--- src/usbetf_pkg.sv ---
// Shared offsets, field positions, states and address helpers of the endpoint table block
`default_nettype none
package usbetf_pkg;

  // ****************************************************************
  // Register word indices (byte address is four times the index)
  // ****************************************************************
  localparam logic [5:0]  USBETF_REG_MAIN_CTRL   = 6'h00;
  localparam logic [5:0]  USBETF_REG_TBL_LO      = 6'h06;
  localparam logic [5:0]  USBETF_REG_TBL_HI      = 6'h07;
  localparam logic [5:0]  USBETF_REG_MASK_A      = 6'h08;
  localparam logic [5:0]  USBETF_REG_MASK_B      = 6'h09;
  localparam logic [5:0]  USBETF_REG_FLAGS_A_CLR = 6'h0a;
  localparam logic [5:0]  USBETF_REG_FLAGS_A_SET = 6'h0b;
  localparam logic [5:0]  USBETF_REG_FLAGS_B_CLR = 6'h0c;
  localparam logic [5:0]  USBETF_REG_FLAGS_B_SET = 6'h0d;
  localparam logic [5:0]  USBETF_REG_SOF_LO      = 6'h10;
  localparam logic [5:0]  USBETF_REG_SOF_HI      = 6'h11;

  // ****************************************************************
  // Fields and reset values
  // ****************************************************************
  localparam logic [7:0]  USBETF_RST_BYTE        = 8'h00;
  localparam logic [15:0] USBETF_RST_WORD        = 16'h0000;
  localparam logic [31:0] USBETF_RD_ZERO         = 32'h0000_0000;
  localparam int unsigned USBETF_HIGHEST_ENDPOINT_INDEX_W         = 4;
  localparam int unsigned USBETF_ENABLE_BIT      = 7;
  localparam int unsigned USBETF_SOF_ERR_BIT     = 7;
  localparam int unsigned USBETF_SOF_NUM_W       = 11;
  localparam int unsigned USBETF_FLAG_SOF_BIT    = 7;
  localparam logic [7:0]  USBETF_FLAGS_B_USED    = 8'h03;
  localparam logic [2:0]  USBETF_DESC_FIRST      = 3'h0;
  localparam logic [2:0]  USBETF_DESC_AUX_LO     = 3'h6;
  localparam logic [2:0]  USBETF_DESC_AUX_HI     = 3'h7;
  localparam logic [1:0]  USBETF_EP_DISABLED     = 2'h0;

  // ****************************************************************
  // Table geometry and interrupt vector offsets
  // ****************************************************************
  localparam int unsigned USBETF_EP_SHIFT        = 4;
  localparam logic [15:0] USBETF_IN_OFFSET       = 16'h0008;
  localparam int unsigned USBETF_FRAME_SHIFT     = 4;
  localparam logic [15:0] USBETF_ONE16           = 16'h0001;
  localparam logic [7:0]  USBETF_VEC_BUS_EVENT   = 8'h00;
  localparam logic [7:0]  USBETF_VEC_XFER_DONE   = 8'h02;
  localparam logic [7:0]  USBETF_VEC_NONE        = 8'hff;

  typedef enum logic [1:0] {
    USBETF_ST_IDLE   = 2'b00,
    USBETF_ST_SOF_LO = 2'b01,
    USBETF_ST_SOF_HI = 2'b10,
    USBETF_ST_ACC    = 2'b11
  } usbetf_state_t;

  // Byte address of one descriptor byte of an endpoint entry
  function automatic logic [15:0] usbetf_entry_addr(input logic [15:0] base,
                                                    input logic [3:0]  ep,
                                                    input logic        is_in,
                                                    input logic [2:0]  byte_idx);
    logic [15:0] ofs;
    ofs = 16'(ep) << USBETF_EP_SHIFT;
    return base + ofs + (is_in ? USBETF_IN_OFFSET : USBETF_RST_WORD) + 16'(byte_idx);
  endfunction : usbetf_entry_addr

  // Byte address of the frame record that follows the last endpoint
  function automatic logic [15:0] usbetf_frame_addr(input logic [15:0] base,
                                                    input logic [3:0]  highest_endpoint_index);
    return base + ((16'(highest_endpoint_index) + USBETF_ONE16) << USBETF_FRAME_SHIFT);
  endfunction : usbetf_frame_addr

endpackage : usbetf_pkg
`default_nettype wire

--- src/usbetf_frame_map.sv ---
// Endpoint table address logic, frame record writer and event flags
//
// Chosen here: the Avalon-MM register port.
`default_nettype none

module usbetf_frame_map
  import usbetf_pkg::*;
(
  input  wire logic        clock,
  input  wire logic        rstn,
  input  wire logic        ce,
  input  wire logic [5:0]  avs_address,
  input  wire logic        avs_read,
  input  wire logic        avs_write,
  input  wire logic [31:0] avs_writedata,
  input  wire logic [3:0]  avs_byteenable,
  output logic      [31:0] avs_readdata,
  output logic             avs_waitrequest,
  input  wire logic        sof_valid,
  input  wire logic [10:0] sof_number,
  input  wire logic        sof_crc_err,
  input  wire logic        sof_stuff_err,
  input  wire logic [7:0]  bus_events,
  input  wire logic [1:0]  xfer_events,
  input  wire logic        acc_req,
  input  wire logic [3:0]  acc_ep,
  input  wire logic        acc_in,
  input  wire logic [2:0]  acc_byte,
  input  wire logic        acc_we,
  input  wire logic [7:0]  acc_wdata,
  input  wire logic [1:0]  acc_ep_type,
  input  wire logic        acc_multi,
  input  wire logic [15:0] acc_aux_cur,
  input  wire logic [9:0]  acc_pkt_bytes,
  input  wire logic [15:0] acc_done_bytes,
  output logic             acc_ack,
  output logic             acc_refused,
  output logic      [7:0]  acc_rdata,
  output logic      [15:0] acc_aux_next,
  output logic             acc_out_full,
  output logic             mem_req,
  output logic             mem_we,
  output logic      [15:0] mem_addr,
  output logic      [7:0]  mem_wdata,
  input  wire logic        mem_ack,
  input  wire logic [7:0]  mem_rdata,
  output logic             bus_event_irq,
  output logic             transfer_done_irq,
  output logic      [7:0]  irq_vector
);

  // ****************************************************************
  // Declarations
  // ****************************************************************
  logic        wait_ff,      nxt_wait;
  logic [31:0] rdata_ff,     nxt_rdata;
  logic [7:0]  main_ctrl_ff, nxt_main_ctrl;
  logic [15:0] tbl_base_ff,  nxt_tbl_base;
  logic [7:0]  mask_a_ff,    nxt_mask_a;
  logic [7:0]  mask_b_ff,    nxt_mask_b;
  logic [7:0]  flags_a_ff,   nxt_flags_a;
  logic [7:0]  flags_b_ff,   nxt_flags_b;
  logic        bus_irq_ff,   nxt_bus_irq;
  logic        xfer_irq_ff,  nxt_xfer_irq;
  logic [7:0]  vector_ff,    nxt_vector;
  logic [10:0] sof_num_ff,   nxt_sof_num;
  logic        sof_err_ff,   nxt_sof_err;
  logic        sof_pend_ff,  nxt_sof_pend;
  usbetf_state_t state_ff,   nxt_state;
  logic        mreq_ff,      nxt_mreq;
  logic        mwe_ff,       nxt_mwe;
  logic [15:0] maddr_ff,     nxt_maddr;
  logic [7:0]  mwdata_ff,    nxt_mwdata;
  logic        ack_ff,       nxt_ack;
  logic        refused_ff,   nxt_refused;
  logic [7:0]  ardata_ff,    nxt_ardata;
  logic [15:0] aux_next_ff,  nxt_aux_next;
  logic        out_full_ff,  nxt_out_full;

  logic        enable;
  logic [3:0]  highest_endpoint_index;
  logic        bus_take;
  logic        commit;
  logic        sof_take;
  logic        refuse;
  logic [15:0] entry_addr;
  logic [15:0] frame_lo_addr;
  logic [15:0] frame_hi_addr;
  logic [15:0] aux_sum;
  logic        out_full;
  logic [7:0]  sof_lo_byte;
  logic [7:0]  sof_hi_byte;

  assign enable   = main_ctrl_ff[USBETF_ENABLE_BIT];
  assign highest_endpoint_index    = main_ctrl_ff[USBETF_HIGHEST_ENDPOINT_INDEX_W-1:0];
  // Answer one cycle after the request, commit in the waitrequest-low cycle
  assign bus_take = (avs_read || avs_write) && wait_ff;
  assign commit   = avs_write && !wait_ff && avs_byteenable[0];
  assign sof_take = sof_valid && enable;
  // Frame record bytes, reserved bits kept at zero
  assign sof_lo_byte = sof_num_ff[7:0];
  assign sof_hi_byte = {sof_err_ff, 4'h0, sof_num_ff[USBETF_SOF_NUM_W-1:8]};

  // ****************************************************************
  // Helpers
  // ****************************************************************
  usbetf_addr_gen u_addr_gen (
    .base          (tbl_base_ff),
    .ep            (acc_ep),
    .is_in         (acc_in),
    .byte_idx      (acc_byte),
    .highest_endpoint_index         (highest_endpoint_index),
    .entry_addr    (entry_addr),
    .frame_lo_addr (frame_lo_addr),
    .frame_hi_addr (frame_hi_addr)
  );

  usbetf_aux_acc #(.AUX_W(16), .CNT_W(10)) u_aux_acc (
    .aux_cur    (acc_aux_cur),
    .pkt_bytes  (acc_pkt_bytes),
    .done_bytes (acc_done_bytes),
    .aux_next   (aux_sum),
    .out_full   (out_full)
  );

  // ****************************************************************
  // Register bus slave and event flags
  // ****************************************************************
  // Flags: hardware set wins over a software clear in the same cycle
  always_comb begin
    nxt_wait      = wait_ff;
    nxt_rdata     = rdata_ff;
    nxt_main_ctrl = main_ctrl_ff;
    nxt_tbl_base  = tbl_base_ff;
    nxt_mask_a    = mask_a_ff;
    nxt_mask_b    = mask_b_ff;
    nxt_flags_a   = flags_a_ff;
    nxt_flags_b   = flags_b_ff;
    if (bus_take) begin
      nxt_wait  = 1'b0;
      nxt_rdata = USBETF_RD_ZERO;
      if (avs_read) begin
        unique case (avs_address)
          USBETF_REG_MAIN_CTRL:   nxt_rdata[7:0] = main_ctrl_ff;
          USBETF_REG_TBL_LO:      nxt_rdata[7:0] = tbl_base_ff[7:0];
          USBETF_REG_TBL_HI:      nxt_rdata[7:0] = tbl_base_ff[15:8];
          USBETF_REG_MASK_A:      nxt_rdata[7:0] = mask_a_ff;
          USBETF_REG_MASK_B:      nxt_rdata[7:0] = mask_b_ff;
          USBETF_REG_FLAGS_A_CLR,
          USBETF_REG_FLAGS_A_SET: nxt_rdata[7:0] = flags_a_ff;
          USBETF_REG_FLAGS_B_CLR,
          USBETF_REG_FLAGS_B_SET: nxt_rdata[7:0] = flags_b_ff;
          USBETF_REG_SOF_LO:      nxt_rdata[7:0] = sof_lo_byte;
          USBETF_REG_SOF_HI:      nxt_rdata[7:0] = sof_hi_byte;
          default:                nxt_rdata = USBETF_RD_ZERO;
        endcase
      end
    end else begin
      nxt_wait = 1'b1;
    end
    if (commit) begin
      unique case (avs_address)
        USBETF_REG_MAIN_CTRL:   nxt_main_ctrl      = avs_writedata[7:0];
        USBETF_REG_TBL_LO:      nxt_tbl_base[7:0]  = avs_writedata[7:0];
        USBETF_REG_TBL_HI:      nxt_tbl_base[15:8] = avs_writedata[7:0];
        USBETF_REG_MASK_A:      nxt_mask_a         = avs_writedata[7:0];
        USBETF_REG_MASK_B:      nxt_mask_b = avs_writedata[7:0] & USBETF_FLAGS_B_USED;
        USBETF_REG_FLAGS_A_CLR: nxt_flags_a = flags_a_ff & ~avs_writedata[7:0];
        USBETF_REG_FLAGS_A_SET: nxt_flags_a = flags_a_ff | avs_writedata[7:0];
        USBETF_REG_FLAGS_B_CLR: nxt_flags_b = flags_b_ff & ~avs_writedata[7:0];
        USBETF_REG_FLAGS_B_SET:
          nxt_flags_b = flags_b_ff | (avs_writedata[7:0] & USBETF_FLAGS_B_USED);
        default: ;
      endcase
    end
    nxt_flags_a = nxt_flags_a | bus_events;
    nxt_flags_a[USBETF_FLAG_SOF_BIT] = nxt_flags_a[USBETF_FLAG_SOF_BIT] | sof_take;
    nxt_flags_b = nxt_flags_b | {6'h00, xfer_events};
  end

  always_ff @(posedge clock or negedge rstn) begin
    if (!rstn) begin
      wait_ff      <= 1'b1;
      rdata_ff     <= USBETF_RD_ZERO;
      main_ctrl_ff <= USBETF_RST_BYTE;
      tbl_base_ff  <= USBETF_RST_WORD;
      mask_a_ff    <= USBETF_RST_BYTE;
      mask_b_ff    <= USBETF_RST_BYTE;
      flags_a_ff   <= USBETF_RST_BYTE;
      flags_b_ff   <= USBETF_RST_BYTE;
    end else if (ce) begin
      wait_ff      <= nxt_wait;
      rdata_ff     <= nxt_rdata;
      main_ctrl_ff <= nxt_main_ctrl;
      tbl_base_ff  <= nxt_tbl_base;
      mask_a_ff    <= nxt_mask_a;
      mask_b_ff    <= nxt_mask_b;
      flags_a_ff   <= nxt_flags_a;
      flags_b_ff   <= nxt_flags_b;
    end
  end

  // ****************************************************************
  // Interrupt outputs, two vectors
  // ****************************************************************
  // Bus-event vector takes priority when both are pending
  always_comb begin
    nxt_bus_irq  = |(flags_a_ff & mask_a_ff);
    nxt_xfer_irq = |(flags_b_ff & mask_b_ff);
    if (nxt_bus_irq) begin
      nxt_vector = USBETF_VEC_BUS_EVENT;
    end else if (nxt_xfer_irq) begin
      nxt_vector = USBETF_VEC_XFER_DONE;
    end else begin
      nxt_vector = USBETF_VEC_NONE;
    end
  end

  always_ff @(posedge clock or negedge rstn) begin
    if (!rstn) begin
      bus_irq_ff  <= 1'b0;
      xfer_irq_ff <= 1'b0;
      vector_ff   <= USBETF_VEC_NONE;
    end else if (ce) begin
      bus_irq_ff  <= nxt_bus_irq;
      xfer_irq_ff <= nxt_xfer_irq;
      vector_ff   <= nxt_vector;
    end
  end

  // ****************************************************************
  // Frame capture and table access sequencer
  // ****************************************************************
  // Disabled entries past the first byte, and aux bytes lacking multipacket, are refused unread
  assign refuse = !enable || (acc_ep > highest_endpoint_index)
                  || ((acc_ep_type == USBETF_EP_DISABLED)
                      && (acc_byte != USBETF_DESC_FIRST))
                  || (!acc_multi && ((acc_byte == USBETF_DESC_AUX_LO)
                                     || (acc_byte == USBETF_DESC_AUX_HI)));

  // A frame seen in the cycle the high byte is acknowledged re-arms the write afterwards
  always_comb begin
    nxt_state    = state_ff;
    nxt_mreq     = mreq_ff;
    nxt_mwe      = mwe_ff;
    nxt_maddr    = maddr_ff;
    nxt_mwdata   = mwdata_ff;
    nxt_ack      = 1'b0;
    nxt_refused  = 1'b0;
    nxt_ardata   = ardata_ff;
    nxt_aux_next = aux_next_ff;
    nxt_out_full = out_full_ff;
    nxt_sof_num  = sof_num_ff;
    nxt_sof_err  = sof_err_ff;
    nxt_sof_pend = sof_pend_ff;
    unique case (state_ff)
      USBETF_ST_IDLE: begin
        if (sof_pend_ff) begin
          nxt_state  = USBETF_ST_SOF_LO;
          nxt_mreq   = 1'b1;
          nxt_mwe    = 1'b1;
          nxt_maddr  = frame_lo_addr;
          nxt_mwdata = sof_lo_byte;
        end else if (acc_req && !ack_ff) begin
          nxt_aux_next = aux_sum;
          nxt_out_full = out_full;
          if (refuse) begin
            nxt_ack     = 1'b1;
            nxt_refused = 1'b1;
          end else begin
            nxt_state  = USBETF_ST_ACC;
            nxt_mreq   = 1'b1;
            nxt_mwe    = acc_we;
            nxt_maddr  = entry_addr;
            nxt_mwdata = acc_wdata;
          end
        end
      end
      USBETF_ST_SOF_LO: begin
        if (mem_ack) begin
          nxt_state  = USBETF_ST_SOF_HI;
          nxt_maddr  = frame_hi_addr;
          nxt_mwdata = sof_hi_byte;
        end
      end
      USBETF_ST_SOF_HI: begin
        if (mem_ack) begin
          nxt_state    = USBETF_ST_IDLE;
          nxt_mreq     = 1'b0;
          nxt_mwe      = 1'b0;
          nxt_sof_pend = 1'b0;
        end
      end
      USBETF_ST_ACC: begin
        if (mem_ack) begin
          nxt_state  = USBETF_ST_IDLE;
          nxt_mreq   = 1'b0;
          nxt_mwe    = 1'b0;
          nxt_ack    = 1'b1;
          nxt_ardata = mem_rdata;
        end
      end
    endcase
    if (sof_take) begin
      nxt_sof_num  = sof_number;
      nxt_sof_err  = sof_crc_err || sof_stuff_err;
      nxt_sof_pend = 1'b1;
    end
  end

  always_ff @(posedge clock or negedge rstn) begin
    if (!rstn) begin
      state_ff    <= USBETF_ST_IDLE;
      mreq_ff     <= 1'b0;
      mwe_ff      <= 1'b0;
      maddr_ff    <= USBETF_RST_WORD;
      mwdata_ff   <= USBETF_RST_BYTE;
      ack_ff      <= 1'b0;
      refused_ff  <= 1'b0;
      ardata_ff   <= USBETF_RST_BYTE;
      aux_next_ff <= USBETF_RST_WORD;
      out_full_ff <= 1'b0;
      sof_num_ff  <= '0;
      sof_err_ff  <= 1'b0;
      sof_pend_ff <= 1'b0;
    end else if (ce) begin
      state_ff    <= nxt_state;
      mreq_ff     <= nxt_mreq;
      mwe_ff      <= nxt_mwe;
      maddr_ff    <= nxt_maddr;
      mwdata_ff   <= nxt_mwdata;
      ack_ff      <= nxt_ack;
      refused_ff  <= nxt_refused;
      ardata_ff   <= nxt_ardata;
      aux_next_ff <= nxt_aux_next;
      out_full_ff <= nxt_out_full;
      sof_num_ff  <= nxt_sof_num;
      sof_err_ff  <= nxt_sof_err;
      sof_pend_ff <= nxt_sof_pend;
    end
  end

  // Outputs straight from flops
  assign avs_readdata      = rdata_ff;
  assign avs_waitrequest   = wait_ff;
  assign acc_ack           = ack_ff;
  assign acc_refused       = refused_ff;
  assign acc_rdata         = ardata_ff;
  assign acc_aux_next      = aux_next_ff;
  assign acc_out_full      = out_full_ff;
  assign mem_req           = mreq_ff;
  assign mem_we            = mwe_ff;
  assign mem_addr          = maddr_ff;
  assign mem_wdata         = mwdata_ff;
  assign bus_event_irq     = bus_irq_ff;
  assign transfer_done_irq = xfer_irq_ff;
  assign irq_vector        = vector_ff;

  // ****************************************************************
  // Checks
  // ****************************************************************
  chk_sof_number: assert property (@(posedge clock) disable iff (!rstn)
    (ce && sof_take) |=> (sof_num_ff == $past(sof_number)))
    else $error("frame number not captured");
  chk_sof_error: assert property (@(posedge clock) disable iff (!rstn)
    (ce && sof_take) |=> (sof_hi_byte[USBETF_SOF_ERR_BIT]
                          == ($past(sof_crc_err) || $past(sof_stuff_err))))
    else $error("frame error flag wrong");
  chk_entry_addr: assert property (@(posedge clock) disable iff (!rstn)
    (ce && state_ff == USBETF_ST_IDLE && nxt_state == USBETF_ST_ACC)
    |=> (mem_addr == usbetf_entry_addr($past(tbl_base_ff), $past(acc_ep),
                                       $past(acc_in), $past(acc_byte))))
    else $error("endpoint entry address wrong");
  chk_frame_addr: assert property (@(posedge clock) disable iff (!rstn)
    (ce && state_ff == USBETF_ST_IDLE && nxt_state == USBETF_ST_SOF_LO)
    |=> (mem_addr == usbetf_frame_addr($past(tbl_base_ff), $past(highest_endpoint_index))) && mem_we)
    else $error("frame record address wrong");
  chk_aux_guard: assert property (@(posedge clock) disable iff (!rstn)
    (ce && state_ff == USBETF_ST_IDLE && !sof_pend_ff && acc_req && !ack_ff
     && !acc_multi && acc_byte == USBETF_DESC_AUX_HI)
    |=> acc_refused && acc_ack && !mem_req)
    else $error("aux byte touched without multipacket");
  chk_bus_vector: assert property (@(posedge clock) disable iff (!rstn)
    (ce && |(flags_a_ff & mask_a_ff))
    |=> bus_event_irq && (irq_vector == USBETF_VEC_BUS_EVENT))
    else $error("bus event vector not raised");
  chk_disabled_entry: assert property (@(posedge clock) disable iff (!rstn)
    (ce && state_ff == USBETF_ST_IDLE && !sof_pend_ff && acc_req && !ack_ff
     && acc_ep_type == USBETF_EP_DISABLED && acc_byte != USBETF_DESC_FIRST)
    |=> !mem_req ##1 (!mem_req || state_ff != USBETF_ST_ACC))
    else $error("disabled entry accessed");
  chk_aux_sum: assert property (@(posedge clock) disable iff (!rstn)
    (ce && state_ff == USBETF_ST_IDLE && !sof_pend_ff && acc_req && !ack_ff)
    |=> (acc_aux_next == $past(acc_aux_cur) + 16'($past(acc_pkt_bytes))))
    else $error("aux total wrong");
  chk_flag_set: assert property (@(posedge clock) disable iff (!rstn)
    (ce && xfer_events[1]) |=> flags_b_ff[1]
    ##1 (!$past(ce) || !$past(mask_b_ff[1]) || transfer_done_irq))
    else $error("transfer flag lost");
  chk_bus_answer: assert property (@(posedge clock) disable iff (!rstn)
    (ce && (avs_read || avs_write) && avs_waitrequest) |=> !avs_waitrequest)
    else $error("bus answer late");

endmodule : usbetf_frame_map
`default_nettype wire

--- src/usbetf_addr_gen.sv ---
// Address generator for endpoint entries and the frame record
`default_nettype none
module usbetf_addr_gen
  import usbetf_pkg::*;
(
  input  wire logic [15:0] base,
  input  wire logic [3:0]  ep,
  input  wire logic        is_in,
  input  wire logic [2:0]  byte_idx,
  input  wire logic [3:0]  highest_endpoint_index,
  output logic      [15:0] entry_addr,
  output logic      [15:0] frame_lo_addr,
  output logic      [15:0] frame_hi_addr
);
  // Entry stride of sixteen, IN half eight bytes on
  assign entry_addr    = usbetf_entry_addr(base, ep, is_in, byte_idx);
  // Frame record sits right past the highest endpoint pair
  assign frame_lo_addr = usbetf_frame_addr(base, highest_endpoint_index);
  assign frame_hi_addr = frame_lo_addr + USBETF_ONE16;
endmodule : usbetf_addr_gen
`default_nettype wire

--- src/usbetf_aux_acc.sv ---
// Multipacket auxiliary value arithmetic
`default_nettype none
module usbetf_aux_acc
  import usbetf_pkg::*;
#(
  parameter int unsigned AUX_W = 16,
  parameter int unsigned CNT_W = 10
) (
  input  wire logic [AUX_W-1:0] aux_cur,
  input  wire logic [CNT_W-1:0] pkt_bytes,
  input  wire logic [AUX_W-1:0] done_bytes,
  output logic      [AUX_W-1:0] aux_next,
  output logic                  out_full
);
  // IN side: running total of bytes sent
  assign aux_next = aux_cur + AUX_W'(pkt_bytes);
  // OUT side: value is the whole transfer size, compare only
  assign out_full = (done_bytes >= aux_cur);
endmodule : usbetf_aux_acc
`default_nettype wire

--- config.mk ---
export PLATFORM = sky130hd
export DESIGN_NAME = usbetf_frame_map
export DESIGN_NICKNAME = d
export VERILOG_FILES = /design/src/usbetf_pkg.sv /design/src/usbetf_frame_map.sv /design/src/usbetf_addr_gen.sv /design/src/usbetf_aux_acc.sv
export SDC_FILE = /design/constraint.sdc
export NUM_CORES = 1
export LEC_CHECK = 0
export BUFFER_PORTS_ARGS = -buffer_cell sky130_fd_sc_hd__buf_2
export CAP_MARGIN = 20
export CORE_MARGIN = 5
export CORE_UTILIZATION = 24
export DETAILED_ROUTE_END_ITERATION = 7
export GPL_TIMING_DRIVEN = 0
export PLACE_DENSITY = 0.48
export SYNTH_ARGS = -nofsm -noshare
export SYNTH_HDL_FRONTEND = slang
export SYNTH_SLANG_ARGS = --single-unit
--- constraint.sdc ---
create_clock -name clock -period 4.5 [get_ports clock]
set_clock_uncertainty 0.1 [all_clocks]
set_input_delay 0 -clock clock [delete_from_list [all_inputs] [get_ports clock]]
set_output_delay 0 -clock clock [all_outputs]
set_load 0.01 [all_outputs]
-- Yosys cells after proc, flatten, opt, wreduce, memory -nomap -nowiden
Cells that the tools add are included.
- $add $sub $neg: 7
- magnitude comparators: 2
- equal/unequal tests: 19
- muxes and demuxes: 43
- bitwise operators: 11
- reduce and logical (&&, ||, !) cells: 43
- operator list (cell ; number):
    two-way mux 8 bit ; 9
    case mux 8 bit (9 select lines) ; 1
    two-way mux 16 bit ; 4
    case mux 8 bit (2 select lines) ; 3
    equality test 6 x 4 -> 1 bit, second input constant ; 6
    adder 16 bit ; 2
    case mux 16 bit (2 select lines) ; 1
    AND 8 bit ; 3
    AND reduction 3 bit ; 7
    adder 16 x 1 -> 16 bit, second input constant ; 1
    adder 16 x 10 -> 16 bit ; 1
    adder 16 x 3 -> 16 bit ; 1
    adder 16 x 8 -> 16 bit ; 1
    >= comparator 16 bit ; 1
    OR 8 x 2 -> 8 bit ; 2
    OR 8 bit ; 2
    OR reduction 8 bit ; 2
    two-way mux 1 bit ; 15
    AND reduction 5 bit ; 3
    equality test 6 x 3 -> 1 bit, second input constant ; 2
    equality test 6 x 5 -> 1 bit, second input constant ; 2
    two-way mux 2 bit ; 5
    AND 8 x 2 -> 8 bit ; 1
    inverter 8 bit ; 1
    other kinds (23) ; 49
- register bits: 161
- bits of input ports: 143

-- Depth between registers and ports, before layout
- depth in word-level cells: 8
- mapped depth: 11
- mapped depth without buffers: 11

-- Cells and area by module
A second synthesis with hierarchy kept.
- cells, all modules: 851
- area total of the unflattened synthesis: 8728.4 µm²
- modules (own cells, without submodules) (module ; instances ; cells an instance ; area an instance (µm²)):
    usbetf_frame_map ; 1 ; 568 ; 6590.1
    usbetf_addr_gen ; 1 ; 157 ; 1197.4
    usbetf_aux_acc ; 1 ; 126 ; 940.9

-- Worst setup path before layout
Ideal clock, no wire load.
- path kind: reg2reg
- start point: reg main_ctrl_ff[0]
- end point: reg maddr_ff[14], in the netlist mem_addr[14]
- setup time: 0.126 ns
- arrival: 2.564 ns
- required time: 4.274 ns
- slack: 1.710 ns
- cell stages (with the launch flop): 10
- buffers on the path: 0
- clock period less this slack: 2.790 ns
- cell sequence: dfrtp_1 ha_1 fa_1 a211o_1 a21oi_1 and3_1 o2111ai_2 nor3_2 nor3_1 o32a_1
- cells in the longest elaborated chain, start to end: 6
- elaborated cells between the ends (all ways): 12
- RTL lines (item ; line ; RTL):
    start, declared ; usbetf_frame_map.sv:57 ; logic [7:0] main_ctrl_ff, nxt_main_ctrl;
    start signal, assigned ; usbetf_frame_map.sv:194 ; main_ctrl_ff <= nxt_main_ctrl;
    parallel branches: the longest is 6 deep, another holds adder 16 bit ; n/a ;
    end signal, assigned ; usbetf_frame_map.sv:330 ; maddr_ff <= nxt_maddr;
    end, declared ; usbetf_frame_map.sv:72 ; logic [15:0] maddr_ff, nxt_maddr;
Parallel ways; which one is timed is not known. The select of a mux whose other input is x is not followed.
A chain may end at the register's enable or synchronous reset.

-- Final worst setup path
- start point: in acc_pkt_bytes[3]
- end point: reg aux_next_ff[15], in the netlist acc_aux_next[15]
- cells in the longest elaborated chain, start to end: 1
- RTL lines (item ; line ; RTL):
    start, declared ; usbetf_frame_map.sv:34 ; input wire logic [9:0] acc_pkt_bytes,
    adder 16 x 10 -> 16 bit ; usbetf_aux_acc.sv:16 ; assign aux_next = aux_cur + AUX_W'(pkt_bytes);
    end signal, assigned ; usbetf_frame_map.sv:335 ; aux_next_ff <= nxt_aux_next;
    end, declared ; usbetf_frame_map.sv:77 ; logic [15:0] aux_next_ff, nxt_aux_next;
Every way passes these cells.

==> results.yml <==
layout:
  multiInputGateArea_sq_um: 4590
  syn2layout_area_growth_pct: 37.1
  fill_cells: 3612
  seq_area_sq_um: 3280
  drive_gt1_share_pct: 29.9
  nets: 1362
timing:
  holdWs_ns: 0.00258
  worst_slack_ns: 1.13
  fin_setup_tns_ns: 0
  min_period_ns: 3.37
  worst_slew_pin_slew_ns: 0.856
  final_hold_viol_count: 0
  rsz0062_at_grt: "false"
  setup-violations-final: 0
  final.period_utilization_pct: 74.8
  slew_headroom_pct: 42.9
  drv_slew: 0
  fmax_ghz: 0.297
setup_path:
  crit_fanout: 4
  critPathCaptureType: "flip-flop"
  crit_path_frequent_cell: "dlygate4sd3_1"
  path_cells: "dlygate4sd3_1 > buf_2 > ha_1 > dlygate4sd3_1 > inv_1 > o21ai_0 > a21boi_0 > o31ai_1 > o2111ai_1 > xnor2_1 > dlygate4sd3_1 > o21ai_0"
  cp-start-kind: "input pin"
  worstPathArrival_ns: 3.55
  crit_type: "input pin to flip-flop"
  slowest_stage: "dlygate4sd3_1"
  slowest_delay_ns: 0.55
  crit_required_ns: 4.69
synthesis:
  avgSynthCellArea_sq_um: 9.81
  synth_area_sq_um: 8340
  ys_seq_area_share_pct: 39.3
  synth_cells: 850
  yosys_warnings: 0
  synthFlopType: "dfrtp_1"
  synthArstFlopShare_pct: 100
  synth_edf_count: 0
  synth_seq_cells: 131
  yosysUniqueCellTypes: 75
routing:
  detail-route-antenna-nets: 0
  route.detailed.drc: 0
  drt_iter0_markers: 381
  via_per_inst: 4.60
  vias: 7528
  dr.pass1.iters: 8
  drt_wl_total_microns: 28900
  wl_per_cell_microns: 17.6
power_and_ir_drop:
  total_leakage_power_nw: 5.36
  peakVddDrop_v: 0.000257
  p_int_mw: 2.95
  combPwrFrac_pct: 33.8
  p_seq_share_pct: 35.5
  netSwitchingPower_mw: 1.54
  p_sw_share_pct: 34.4
  power_mw: 4.50
  pwr_density_cell_nw_per_um2: 393
  p_clk_share_pct: 30.7
placement:
  place.gp.congestion: 0.828
  numPortBuffers: 184
  dpl.hpwl_microns: 22500
  dp_slack_ns: 1.28
global_routing:
  grtUsageTotal_pct: 14.8
  overflow: 0
  antenna_found_initial: 4
  grt_pass1_vias: 7708
  grt_pass1_wl_microns: 44400
  grt_max_degree: 92
clocking:
  root_buffer: "clkbuf_16"
  clk_pin_slew_worst_paths_ns: 0.06
  numClockSinks: 131
  cts_max_level: 4
  cts_made_buffers: 17
  clockBufferDepth: 2
  cts_resized: 0
  cts_tree: "built"
  clk_latency_ns: 0.43
floorplanning:
  die_y_microns: 196
  fp.dieW_microns: 196
  start_util_pct: 24.2
  ios: 239
  rows: 68
  core_area_sq_um: 34500
  die-area_sq_um: 38600
run:
  drv_cap: 0
run_status:
  outcome: "finished, final reports clean"
min_path:
  holdCritPathClass: "input pin to flip-flop"
[worst max-delay path, delay by kind of cell]
family                     cells  cell delay (ns)
buffers and inverters          5             1.81
AOI/OAI and AO/OA              5             1.30
adders and majority gates      1             0.28
xor gates and xnor gates       1             0.16
[power by group through the flow]
stage | Clock (mW) | Combinational (mW) | Sequential, mW
6_report | 1.38 | 1.52 | 1.59
3_3_place_gp | 0 | 1.47 | 1.61
5_1_grt | 1.47 | 1.68 | 1.63
3_5_place_dp | 0 | 1.48 | 1.61
2_1_floorplan | 0 | 0.765 | 1.69
4_1_cts | 1.43 | 1.55 | 1.60
[state kept, by name, summed over array words and instances, names as in the netlist, 8 cells and up]
signal        count
main_ctrl_ff      8
acc_rdata         8
avs_readdata      8
acc_aux_next     16
flags_a_ff        8
flags_b_ff        8
mask_a_ff         8
tbl_base_ff      16
sof_num_ff       11
mem_wdata         8
mem_addr         16
[synth_stat cells (12+ instances only)]
cell type | count | area (sq um)
mux2i_1 | 15 | 150
nand2_1 | 75 | 282
mux2_2 | 74 | 833
nand3_1 | 19 | 95.1
inv_1 | 41 | 154
buf_4 | 31 | 233
o21a_1 | 13 | 97.6
ha_1 | 49 | 613
xor2_1 | 12 | 105
xnor2_1 | 25 | 219
nor2b_1 | 15 | 93.8
nor2_1 | 49 | 184
nor3_1 | 13 | 65.1
clkbuf_1 | 21 | 78.8
o21ai_0 | 52 | 260
a21oi_1 | 47 | 235
dfrtp_1 | 128 | 3200
[cells by family after synthesis]
| family | synth area share, % |
|---|---|
| buffers and inverters | 6.71 |
| other | 0.0450 |
| multiplexers | 11.8 |
| AO/OA/AOI/OAI | 18.1 |
| adder cells (fa/ha/maj) | 8.07 |
| AND/OR/NAND/NOR | 12.1 |
| XOR/XNOR | 3.89 |
| flip-flops | 39.3 |
[layer usage]
metal | global-route usage (%) | routed length (microns)
met5 | 0 | 7
met4 | 4.91 | 816
met3 | 4.14 | 1810
met2 | 24.8 | 13800
met1 | 18.6 | 12400
[metrics by stage]
| step | instances | util, % | area [sq um] |
|---|---|---|---|
| final | 1638 | 33.2 | 11400 |
| after global routing | 1638 | 33.2 | 11400 |
| after CTS | 1635 | 33.2 | 11400 |
| after detailed placement | 1513 | 28.9 | 9950 |
| after global placement | 1512 | 28.8 | 9920 |
| after floorplan | 873 | - | 8430 |
[path summary, 6_finish.rpt]
path | slack [ns] | endpoint | depth (start not counted) | startpoint
max in group asynchronous | 2.52 | mem_addr[10]$_DFFE_PN0P_ | 4 | rstn
min in group asynchronous | 0.50 | mem_addr[2]$_DFFE_PN0P_ | 3 | rstn
setup reg to reg | 1.27 | mem_addr[15]$_DFFE_PN0P_ | 9 | main_ctrl_ff[0]$_DFFE_PN0P_
hold reg to reg | 0.38 | acc_aux_next[15]$_DFFE_PN0P_ | 2 | acc_aux_next[15]$_DFFE_PN0P_
hold / removal | 0.003 | mem_wdata[0]$_DFFE_PN0P_ | 4 | acc_wdata[0]
setup / recovery | 1.13 | acc_aux_next[15]$_DFFE_PN0P_ | 12 | acc_pkt_bytes[3]
[repair_timing]
action                                 CTS  global route
hold buffers                            90             0
endpoints found under the hold margin  223             0
setup buffers                            0             0
[layout make-up]
| type | instances | share of cell area [%] |
|---|---|---|
| Clock buffer | 20 | 3.91 |
| Inverter | 42 | 1.38 |
| Clock inverter | 12 | 1.16 |
| Multi-Input combinational cell | 635 | 40.1 |
| Tap cell | 455 | 4.98 |
| Buffer | 65 | 3.51 |
| Timing Repair Buffer | 275 | 16.2 |
| Antenna cell | 3 | 0.0656 |
| Sequential cell | 131 | 28.7 |
[cell usage in the layout, fill, tap and decap left out, types with 6 or more instances in the layout]
master	synthesis	layout
a31oi_1	7	7
buf_2	5	188
conb_1	1	24
xnor2_1	25	25
clkbuf_1	21	23
ha_1	49	49
nor3_1	13	13
xor2_1	12	12
o21ai_1	6	6
nor2_1	49	49
buf_4	31	31
clkbuf_16	0	17
nor2b_1	15	15
a211oi_1	6	6
nand2_1	75	75
a21o_1	9	9
mux2_2	74	74
a222oi_1	8	8
dfrtp_1	128	128
a21boi_0	8	8
inv_1	41	41
mux2i_1	15	15
a221oi_1	9	9
o21ai_0	52	52
a22oi_1	9	9
dlygate4sd3_1	0	90
and3_1	8	8
nand3_1	19	19
o21a_1	13	13
a21oi_1	47	47
No activity file was read; power rests on OpenSTA's default activity.
